File: src/fmc_regs.svh
// timing counts and field positions for the flash mode controller
`ifndef FMC_REGS_SVH
`define FMC_REGS_SVH
`define FMC_CLK_PERIOD_NS      40
`define FMC_ADDR_W             22
`define FMC_DATA_W             8
`define FMC_SECTOR_HI          21
`define FMC_SECTOR_LO          16
`define FMC_ADDRESS_ACCESS_TIME_NS           70
`define FMC_T_RP_NS            500
`define FMC_T_RH_NS            50
`define FMC_T_READY_NS         20000
`define FMC_T_SETUP_NS         40
`define FMC_T_WE_NS            40
`define FMC_CYC_ACC   ((`FMC_ADDRESS_ACCESS_TIME_NS + `FMC_CLK_PERIOD_NS - 1) / `FMC_CLK_PERIOD_NS)
`define FMC_CYC_RP    ((`FMC_T_RP_NS + `FMC_CLK_PERIOD_NS - 1) / `FMC_CLK_PERIOD_NS)
`define FMC_CYC_RH    ((`FMC_T_RH_NS + `FMC_CLK_PERIOD_NS - 1) / `FMC_CLK_PERIOD_NS)
`define FMC_CYC_READY ((`FMC_T_READY_NS + `FMC_CLK_PERIOD_NS - 1) / `FMC_CLK_PERIOD_NS)
`define FMC_CYC_WE    ((`FMC_T_WE_NS + `FMC_CLK_PERIOD_NS - 1) / `FMC_CLK_PERIOD_NS)
`define FMC_CMD_UNLOCK_ADDR    22'h00_0AAA
`define FMC_CMD_PROG_DATA      8'hA0
`endif

File: src/fmc_pkg.sv
// types of the flash mode controller
package fmc_pkg;
	typedef enum logic [2:0] {
		FMC_IDLE   = 3'b000,
		FMC_RDSET  = 3'b001,
		FMC_RDWAIT = 3'b011,
		FMC_WR1    = 3'b010,
		FMC_WR2    = 3'b110,
		FMC_RSTLO  = 3'b111,
		FMC_RSTHI  = 3'b101,
		FMC_GAP    = 3'b100
	} fmc_state_t;
endpackage

File: src/fmc_host.sv
// host-side controller for a parallel nor flash: read, accelerated program, reset
`timescale 1ns/1ps
`default_nettype none
`include "fmc_regs.svh"

// Functional notes
// [RQ1] device unlocks bypass while accelerate pin high
// [RQ2] host programs with two-cycle bypass sequence
// [RQ3] dropping high voltage returns normal mode
// [RQ4] high voltage only while programming, never floating; code drives it from accelEnable in every state
// [RQ5] standby tri-states data regardless of gate
// [RQ6] chip-select and reset high give standby
// [RQ7] read valid after chip-select access time
// [RQ8] deselect keeps program or erase running
// [RQ9] stable address enters sleep after access+30ns
// [RQ10] sleep entry ignores control inputs
// [RQ11] sleep keeps data latched, new data normally
// [RQ12] reset pulse aborts, tri-states, ignores access
// [RQ13] reset returns device to array read
// [RQ14] host restarts operation interrupted by reset; code only raises retryNeeded for the user to restart
// [RQ15] reset during program busy until ready time
// [RQ16] idle reset finishes within shorter time
// [RQ17] host waits recovery time before reading
// [RQ18] gate high disables data outputs
// [RQ19] six upper address bits pick sector
// [RQ20] bypass program takes two write cycles
// [RQ21] power-up starts in array read
module fmc_host
	import fmc_pkg::*;
#(
	parameter int RP_CYC    = `FMC_CYC_RP,
	parameter int READY_CYC = `FMC_CYC_READY
)(
	// clock and reset
	input  wire logic                    ref_clk,
	input  wire logic                    nrst,
	input  wire logic                    clkEn,
	// user command port
	input  wire logic                    reqRead,
	input  wire logic                    reqProg,
	input  wire logic                    reqReset,
	input  wire logic                    accelEnable,
	input  wire logic [`FMC_ADDR_W-1:0]  reqAddr,
	input  wire logic [`FMC_DATA_W-1:0]  reqData,
	output logic                         reqBusy,
	output logic                         rdValid,
	output logic [`FMC_DATA_W-1:0]       rdData,
	output logic [5:0]                   sectorIndex,
	output logic                         retryNeeded,
	// flash pins
	output logic [`FMC_ADDR_W-1:0]       flashAddr,
	input  wire logic [`FMC_DATA_W-1:0]  flashDataIn,
	output logic [`FMC_DATA_W-1:0]       flashDataOut,
	output logic                         flashDataOe,
	output logic                         chipSelN,
	output logic                         outGateN,
	output logic                         writeStrobeN,
	output logic                         flashResetN,
	output logic                         protectAccelHigh,
	input  wire logic                    readyBusyN
);
	// refuse counts that the 16-bit counter or the recovery wait cannot serve
	if (RP_CYC < 1 || RP_CYC > 65535 || READY_CYC <= `FMC_CYC_RH || READY_CYC > 65535)
	begin
		$error("fmc_host: timing counts out of range");
	end

	fmc_state_t                state_q, state_d;
	logic [15:0]               cnt_q;
	logic [`FMC_DATA_W-1:0]    sync1_q, sync2_q;
	logic                      rb1_q, rb2_q;
	logic                      progActive_q;
	logic                      cntDone;
	logic [15:0]               cntLoad;
	logic                      loadCnt;
	logic [15:0]               cntNext;
	logic                      writeNext;
	logic [15:0]               rhMark;

	assign cntDone = (cnt_q == 16'h0000);
	// next count, write-cycle selection and the count left once recovery has passed
	assign cntNext   = loadCnt ? cntLoad : (cntDone ? cnt_q : cnt_q - 16'h0001);
	assign writeNext = (state_d == FMC_WR1 || state_d == FMC_WR2);
	assign rhMark    = 16'(READY_CYC - `FMC_CYC_RH);

	// pin synchronisers for data and ready/busy
	always_ff @(posedge ref_clk or negedge nrst)
		if (!nrst)
		begin
			sync1_q <= '0;
			sync2_q <= '0;
			rb1_q   <= 1'b1;
			rb2_q   <= 1'b1;
		end
		else if (clkEn)
		begin
			sync1_q <= flashDataIn;
			sync2_q <= sync1_q;
			rb1_q   <= readyBusyN;
			rb2_q   <= rb1_q;
		end

	// next state: reset first, then program, then read
	always_comb
	begin
		state_d = state_q;
		loadCnt = 1'b0;
		cntLoad = 16'h0000;
		case (state_q)
			FMC_IDLE:
				if (reqReset)
				begin
					state_d = FMC_RSTLO;
					loadCnt = 1'b1;
					cntLoad = 16'(RP_CYC);
				end
				else if (reqProg)
				begin
					state_d = FMC_WR1; // RQ2
					loadCnt = 1'b1;
					cntLoad = 16'(`FMC_CYC_WE + 1); // one setup cycle before the strobe
				end
				else if (reqRead)
				begin
					state_d = FMC_RDSET;
					loadCnt = 1'b1;
					cntLoad = 16'(`FMC_CYC_ACC + 1); // RQ7
				end
			FMC_RDSET:
				if (cntDone)
				begin
					state_d = FMC_RDWAIT;
					loadCnt = 1'b1;
					cntLoad = 16'd2;
				end
			FMC_RDWAIT:
				if (cntDone)
					state_d = FMC_GAP;
			FMC_WR1:
				if (cntDone)
				begin
					state_d = FMC_WR2; // RQ20
					loadCnt = 1'b1;
					cntLoad = 16'(`FMC_CYC_WE + 1); // one setup cycle before the strobe
				end
			FMC_WR2:
				if (cntDone)
					state_d = FMC_GAP;
			FMC_RSTLO:
				if (cntDone)
				begin
					state_d = FMC_RSTHI;
					loadCnt = 1'b1;
					cntLoad = 16'(READY_CYC); // RQ15 RQ16 RQ17
				end
			FMC_RSTHI:
				if (cntDone || (cnt_q <= rhMark && rb2_q)) // RQ17
					state_d = FMC_GAP;
			FMC_GAP:
				state_d = FMC_IDLE;
			default:
				state_d = FMC_IDLE;
		endcase
	end

	// state and counter
	always_ff @(posedge ref_clk or negedge nrst)
		if (!nrst)
		begin
			state_q <= FMC_IDLE; // RQ21
			cnt_q   <= 16'h0000;
		end
		else if (clkEn)
		begin
			state_q <= state_d;
			cnt_q   <= cntNext;
		end

	// pin and user outputs, all registered
	always_ff @(posedge ref_clk or negedge nrst)
		if (!nrst)
		begin
			flashAddr        <= '0;
			flashDataOut     <= '0;
			flashDataOe      <= 1'b0;
			chipSelN         <= 1'b1; // RQ6
			outGateN         <= 1'b1; // RQ18
			writeStrobeN     <= 1'b1;
			flashResetN      <= 1'b1;
			protectAccelHigh <= 1'b0; // RQ4
			reqBusy          <= 1'b0;
			rdValid          <= 1'b0;
			rdData           <= '0;
			sectorIndex      <= 6'h00;
			retryNeeded      <= 1'b0;
			progActive_q     <= 1'b0;
		end
		else if (clkEn)
		begin
			rdValid          <= 1'b0;
			reqBusy          <= (state_d != FMC_IDLE);
			protectAccelHigh <= accelEnable; // RQ1 RQ3 RQ4
			// address held stable between accesses so the device may sleep
			if (state_q == FMC_IDLE && state_d != FMC_IDLE && state_d != FMC_RSTLO)
			begin
				flashAddr   <= (state_d == FMC_WR1) ? `FMC_CMD_UNLOCK_ADDR : reqAddr;
				sectorIndex <= reqAddr[`FMC_SECTOR_HI:`FMC_SECTOR_LO]; // RQ19
				flashDataOut <= (state_d == FMC_WR1) ? `FMC_CMD_PROG_DATA : reqData;
			end
			if (state_q == FMC_WR1 && state_d == FMC_WR2)
			begin
				flashAddr    <= reqAddr;
				flashDataOut <= reqData;
			end
			chipSelN     <= !(state_d == FMC_RDSET || state_d == FMC_RDWAIT ||
				state_d == FMC_WR1 || state_d == FMC_WR2); // RQ8
			outGateN     <= !(state_d == FMC_RDSET || state_d == FMC_RDWAIT);
			// strobe low only inside the cycle, so address, data and select hold past its rise
			writeStrobeN <= !(writeNext && cntNext != 16'h0000 && cntNext <= 16'(`FMC_CYC_WE)); // RQ20
			flashDataOe  <= (state_d == FMC_WR1 || state_d == FMC_WR2);
			flashResetN  <= (state_d != FMC_RSTLO); // RQ12 RQ13
			if (state_q == FMC_RDWAIT && cntDone)
			begin
				rdValid <= 1'b1;
				rdData  <= sync2_q;
			end
			if (state_q == FMC_WR2 && cntDone)
				progActive_q <= 1'b1;
			else if (rb2_q && state_q == FMC_IDLE)
				progActive_q <= 1'b0;
			if (state_q == FMC_RSTLO && cntDone && (progActive_q || !rb2_q))
				retryNeeded <= 1'b1; // RQ14
			else if (reqProg && state_q == FMC_IDLE)
				retryNeeded <= 1'b0;
		end
endmodule
`default_nettype wire

File: config.mk
export PLATFORM = sky130hd
export DESIGN_NAME = fmc_host
export DESIGN_NICKNAME = d
export VERILOG_FILES = /design/src/fmc_pkg.sv /design/src/fmc_host.sv
export VERILOG_INCLUDE_DIRS = /design/src
export SDC_FILE = /design/constraint.sdc
export NUM_CORES = 1
export LEC_CHECK = 0
export ABC_AREA = 1
export BUFFER_PORTS_ARGS = -buffer_cell sky130_fd_sc_hd__buf_4
export CORE_UTILIZATION = 30
export CTS_CLUSTER_DIAMETER = 200
export CTS_CLUSTER_SIZE = 10
export DETAILED_ROUTE_END_ITERATION = 10
export GPL_TIMING_DRIVEN = 0
export SYNTH_ARGS = -nofsm -noshare
export SYNTH_HDL_FRONTEND = slang
export SYNTH_SLANG_ARGS = --single-unit
File: constraint.sdc
create_clock -name ref_clk -period 6.15 [get_ports ref_clk]
set_input_delay 0.615 -clock ref_clk [delete_from_list [all_inputs] [get_ports ref_clk]]
set_output_delay 0.615 -clock ref_clk [all_outputs]
set_load 0.01 [all_outputs]
Word-level counts from Yosys, hierarchy flattened
Cells that the tools add are included.
{"block": "op_classes", "add_sub_neg": 1, "n_mul": 0, "n_div": 0, "n_lt_le_gt_ge": 2, "eq_ne": 12, "n_shift": 0, "n_mux": 33, "bitwise": 0, "n_reduce_logical": 37}
{"cell": "22-bit 2-to-1 mux", "n": 3}
{"cell": "16-bit 2-to-1 mux", "n": 2}
{"cell": "9-bit one-hot mux with 3 select lines", "n": 1}
{"cell": "3-bit 2-to-1 mux", "n": 8}
{"cell": "8-bit 2-to-1 mux", "n": 3}
{"cell": "3-bit one-hot mux with 7 select lines", "n": 1}
{"cell": "16-bit by 1-bit less-or-equal comparator with 1-bit output (second input constant)", "n": 1}
{"cell": "16-bit by 9-bit less-or-equal comparator with 1-bit output (second input constant)", "n": 1}
{"cell": "16-bit logical NOT", "n": 1}
{"cell": "16-bit nonzero test", "n": 1}
{"cell": "16-bit by 1-bit subtractor with 16-bit output (second input constant)", "n": 1}
{"cell": "3-bit equality test (second input constant)", "n": 5}
{"cell": "3-bit by 2-bit equality test with 1-bit output (second input constant)", "n": 4}
{"cell": "1-bit logical AND", "n": 12}
{"cell": "2-bit AND reduction", "n": 5}
{"cell": "1-bit 2-to-1 mux", "n": 9}
{"cell": "9-bit 2-to-1 mux", "n": 1}
{"cell": "3-bit by 1-bit equality test with 1-bit output (second input constant)", "n": 2}
{"cell": "1-bit logical OR", "n": 6}
{"cell": "2-bit 2-to-1 mux", "n": 3}
{"cell": "2-bit nonzero test", "n": 3}
{"cell": "1-bit logical NOT", "n": 4}
{"cell": "4-bit 2-to-1 mux", "n": 1}
{"cell": "2-bit OR reduction", "n": 2}
{"cell": "5 further kinds", "n": 5}
{"block": "word_totals", "ff_bits": 91, "latch_bits": 0, "mem_bits_rw": 0, "rom_bits": 0, "input_bits": 46, "output_inout_bits": 53, "memories": 0}

Logic depth before layout (Yosys ltp)
{"block": "depth", "depth_word": 10, "mapped_depth": 16, "ltp_nobuf": 16}

Least setup slack after synthesis
Ideal clock, no wire load.
{"block": "synth_path", "path_kind": "register -> register", "startpoint": "reg cnt_q[0]", "endpoint": "reg flashAddr[0]", "setup_ps": 117, "arrival_ps": 1913, "required_time_ps": 6033, "path_slack_ps": 4119, "path_stages_with_launch": 15, "path_buffers": 1, "synth_period_minus_slack_ps": 2031, "path_cell_list": "dfrtp_1 -> inv_1 -> ha_1 -> inv_2 -> nor2_4 -> nand2_2 -> nor2_8 -> nor2_2 -> o22ai_2 -> nand2_2 -> nor2_4 -> nand2_2 -> buf_2 -> nand3_1 -> nand2_1"}
{"block": "synth_via", "elab_chain_len": 10}
{"item": "from (decl)", "line": "fmc_host.sv:69", "source": "logic [15:0] cnt_q;"}
{"item": "from (signal assigned)", "line": "fmc_host.sv:176", "source": "cnt_q <= cntNext;"}
{"item": "16-bit by 9-bit less-or-equal comparator with 1-bit output", "line": "fmc_host.sv:157", "source": "if (cntDone || (cnt_q <= rhMark && rb2_q))"}
{"item": "1-bit logical AND", "line": "fmc_host.sv:157"}
{"item": "1-bit logical OR", "line": "fmc_host.sv:157"}
{"item": "3-bit 2-to-1 mux", "line": "fmc_host.sv:157"}
{"item": "3-bit one-hot mux with 7 select lines *", "line": "fmc_host.sv:109", "source": "case (state_q)"}
{"item": "3-bit nonzero test", "line": "fmc_host.sv:204", "source": "if (state_q == FMC_IDLE && state_d != FMC_IDLE && state_d != FMC_RSTLO)"}
{"item": "1-bit logical AND (2 in series)", "line": "fmc_host.sv:204"}
{"item": "2-bit nonzero test (no source line)"}
{"item": "2-bit AND reduction (no source line)"}
{"item": "to (signal assigned)", "line": "fmc_host.sv:206", "source": "flashAddr <= (state_d == FMC_WR1) ? `FMC_CMD_UNLOCK_ADDR : reqAddr;"}
{"item": "to (signal assigned)", "line": "fmc_host.sv:212", "source": "flashAddr <= reqAddr;"}
{"item": "to (decl)", "line": "fmc_host.sv:51", "source": "output logic [`FMC_ADDR_W-1:0] flashAddr,"}
Every way passes the cells marked *; elsewhere a longest branch is shown, timed or not. The select of a mux whose other input is x is not followed.
A chain may end at the register's enable or synchronous reset.

Final worst setup path
{"block": "layout_path", "startpoint": "reg cnt_q[0]", "endpoint": "reg rdData[7]"}
{"block": "layout_via", "elab_chain_len": 3}
{"item": "16-bit logical NOT", "line": "fmc_host.sv:80", "source": "assign cntDone = (cnt_q == 16'h0000);"}
{"item": "1-bit logical AND", "line": "fmc_host.sv:222", "source": "if (state_q == FMC_RDWAIT && cntDone)"}
{"item": "2-bit AND reduction (no source line)"}
{"item": "to (signal assigned)", "line": "fmc_host.sv:225", "source": "rdData <= sync2_q;"}
{"item": "to (decl)", "line": "fmc_host.sv:47", "source": "output logic [`FMC_DATA_W-1:0] rdData,"}
No other way between the ends.

==> impl_metrics.py <==
metrics = {
    "run_status": {
        "outcome": "complete, no violations",
    },
    "routing": {
        "drtIter0Drc": 203,
        "routedWlPerCell_um": 14.3,
        "dr.pass1.iters": 5,
        "final_antenna_net_count": 0,
        "routed_wl_um": 12400,
        "drc": 0,
        "vias": 3981,
        "via_per_inst": 4.59,
    },
    "worst_setup_path": {
        "crit_chain": "inv_1 > ha_1 > nand2_2 > nor4_1 > nand4_1 > or2_1 > buf_2 > buf_6 > nand2_1 > o21ai_2",
        "critPathSlowestCell": "dfrtp_1",
        "critPathMaxFanout": 10,
        "cp-end-kind": "register",
        "worst-path-buf-inv": 3,
        "required_ps": 6380,
        "start_kind": "register",
        "crit_arrival_ps": 2700,
        "cpPeakStageDelay_ps": 420,
        "crit_family": "simple AND/OR/NAND/NOR gates",
        "crit_type": "reg2reg",
    },
    "power_and_ir_drop": {
        "leakage_nw": 3.05,
        "p_switching_w": 0.00117,
        "p_comb_share_pct": 46.7,
        "p_sw_share_pct": 42.5,
        "total_power_w": 0.00275,
        "ir_drop_mv": 0.185,
        "seq_power_share_pct": 34.2,
        "pwr_density_cell_mw_per_mm2": 471,
        "p_clk_share_pct": 19.1,
        "internal_power_w": 0.00158,
    },
    "logic_synthesis": {
        "yosys_register_bits": 91,
        "yosysTopAreaCell": "dfrtp_1",
        "yosys.cell_types.count": 40,
        "syn_nets": 617,
        "synthTopCellsByCount": "201 x nand2_1, 85 x dfrtp_1, 50 x nand3_1, 41 x inv_1, 36 x nor2_1",
        "netlist_instances": 569,
        "avgSynthCellArea_um2": 8.08,
        "seq_area_frac_synth_pct": 49.7,
        "synth.top_cell.area_share_pct": 46.3,
        "ys.flop_type": "dfrtp_1",
        "synth_area_leaders": "dfrtp_1 46%, nand2_1 16%, nand3_1 5.4%",
        "synth-edff-count": 0,
        "ys_warn_count": 0,
        "async_reset_ff_share_pct": 100,
        "syn-cell-area_mm2": 0.00460,
        "post-synth-top-count-cell": "nand2_1",
    },
    "grt": {
        "grt_pass1_wl_um": 20200,
        "grt_max_degree": 92,
        "grt_overflow": 0,
        "antenna_found_initial": 0,
        "grt_pass1_vias": 3849,
        "grtUsageTotal_pct": 16.3,
    },
    "clock_tree": {
        "clk_latency_ps": 340,
        "cts_setup_buffers": 0,
        "cts.sinks": 91,
        "ctsHoldBuffers": 0,
        "cts_root_buf": "clkbuf_16",
        "path_clk_slew_ps": 70,
        "cts_tree": "done",
        "htreeDepth": 3,
        "ctsResizeCount": 0,
        "numCtsBuffers": 9,
        "ctsLongestPathBuffers": 2,
    },
    "sta": {
        "hold_viol": 0,
        "slew_headroom_pct": 22.9,
        "rsz0062_at_grt": "false",
        "fin_skew_ps": 6.98,
        "tightest_slew_ps": 1160,
        "setup_viol": 0,
        "timing.fmax_mhz": 405,
        "period_needed_ps": 2470,
        "drv_slew": 0,
        "period_share_pct": 40.1,
        "fin_setup_tns_ps": 0,
    },
    "final_layout": {
        "layout.nets": 726,
        "antenna_cells": 0,
        "fillers": 1556,
        "area_delta_synth_final_pct": 27.1,
        "drive_gt1_share_pct": 27.5,
    },
    "die": {
        "die_y_um": 126,
        "initial_utilization_pct": 31.1,
        "fp.dieW_um": 126,
        "rows": 44,
        "pin_count": 99,
        "die_area_mm2": 0.0158,
        "core_area_mm2": 0.0148,
    },
    "worst_hold_path": {
        "worst_hold_path_type": "in2reg",
    },
    "placed_design": {
        "dp_hpwl_um": 8970,
        "place_congestion": 0.910,
        "port_buffers": 98,
    },
    "job": {
        "maxCapViolCount": 0,
    },
}
-- sequential cells by signal (all words and copies together), names as in the netlist, 3 cells and up --
signal	cells
state_q	3
cnt_q	16
sync2_q	8
flashAddr	22
rdData	8
flashDataOut	8
sync1_q	8
sectorIndex	6
-- cell families (layout without fill, tap and decap cells) --
| kind of cell | count (synthesis) | count (layout) | share of synthesized area, % |
|---|---|---|---|
| AND/OR/NAND/NOR | 324 | 324 | 31.0 |
| adder cells (fa/ha/maj) | 2 | 2 | 0.544 |
| buffers and inverters | 75 | 189 | 6.89 |
| flip-flops | 91 | 91 | 49.7 |
| AO/OA/AOI/OAI | 63 | 63 | 8.82 |
| XOR/XNOR | 8 | 8 | 1.52 |
| multiplexers | 6 | 6 | 1.47 |
-- per-layer routing --
metal  share of wire [%]  up-vias  GRT usage [%]
met5                   0        -              0
met4                 1.8        0           6.17
met3                 4.2       16           3.78
met2                  48       81           27.0
met1                  46     1854           20.8
li1                    -     2030              -
-- worst min-delay path: stages --
cell	delay, ps
buf_4	80
nand2_1	40
nand2_1	50
-- power by group through the flow --
stage,Sequential [W],Combinational [W],Clock [W]
5_1_grt,0.000967,0.00143,0.000568
4_1_cts,0.000940,0.00129,0.000544
3_3_place_gp,0.000948,0.00128,0
3_5_place_dp,0.000946,0.00129,0
6_report,0.000941,0.00129,0.000524
2_1_floorplan,0.000984,0.000787,0
-- per-stage QoR --
stage / hold WS [ps] / std cells / setup slack, ps / utilization [%] / area [µm²]
floorplan: 319 / 569 / 4120 / - / 4600
global placement: 457 / 851 / 3650 / 37.7 / 5560
detailed placement: 459 / 851 / 3720 / 37.7 / 5560
CTS: 452 / 867 / 3680 / 39.6 / 5840
global route: 466 / 867 / 3470 / 39.6 / 5840
finish: 469 / 867 / 3680 / 39.6 / 5840
-- worst paths after layout --
| path | startpoint | to | slack [ps] | cells after the start |
|---|---|---|---|---|
| min in group asynchronous | nrst | flashAddr[6]$_DFFE_PN0P_ | 490 | 1 |
| hold reg to reg | outGateN$_DFFE_PN1P_ | outGateN$_DFFE_PN1P_ | 470 | 2 |
| setup / recovery | cnt_q[0]$_DFFE_PN0P_ | rdData[7]$_DFFE_PN0P_ | 3680 | 10 |
| max in group asynchronous | nrst | rdData[7]$_DFFE_PN0P_ | 4910 | 1 |
| hold / removal | flashDataIn[6] | sync1_q[6]$_DFFE_PN0P_ | 470 | 3 |
| setup reg to reg | cnt_q[0]$_DFFE_PN0P_ | rdData[7]$_DFFE_PN0P_ | 3680 | 10 |
-- placed cells by master, fill, tap and decap left out, types with 3 or more instances in the layout --
master,netlist,final
nand4_1,3,3
o21ai_1,3,3
inv_1,41,41
nor2_2,5,5
dfstp_2,6,6
inv_2,13,13
o21ai_0,33,33
nor3_1,7,7
mux2_2,6,6
a21oi_1,7,7
xor2_1,6,6
nor2_1,36,36
buf_4,3,101
nand2_2,9,9
nor2_4,6,6
nand3_1,50,50
o21ai_2,9,9
buf_2,7,7
dfrtp_1,85,85
clkbuf_16,0,9
nand2_1,201,201
clkbuf_1,9,10
-- layout make-up --
class / instances / area, µm² / area share, %
multi-input cells: 403 / 1990 / 34.1
clock inverters: 5 / 37.5 / 0.643
flip-flops and latches: 91 / 2280 / 39.1
well taps: 184 / 230 / 3.94
clock buffers: 11 / 243 / 4.16
plain buffers: 21 / 114 / 1.95
repair buffers: 98 / 736 / 12.6
inverters: 54 / 203 / 3.47
Note: power is estimated with default switching activity, not from simulation.
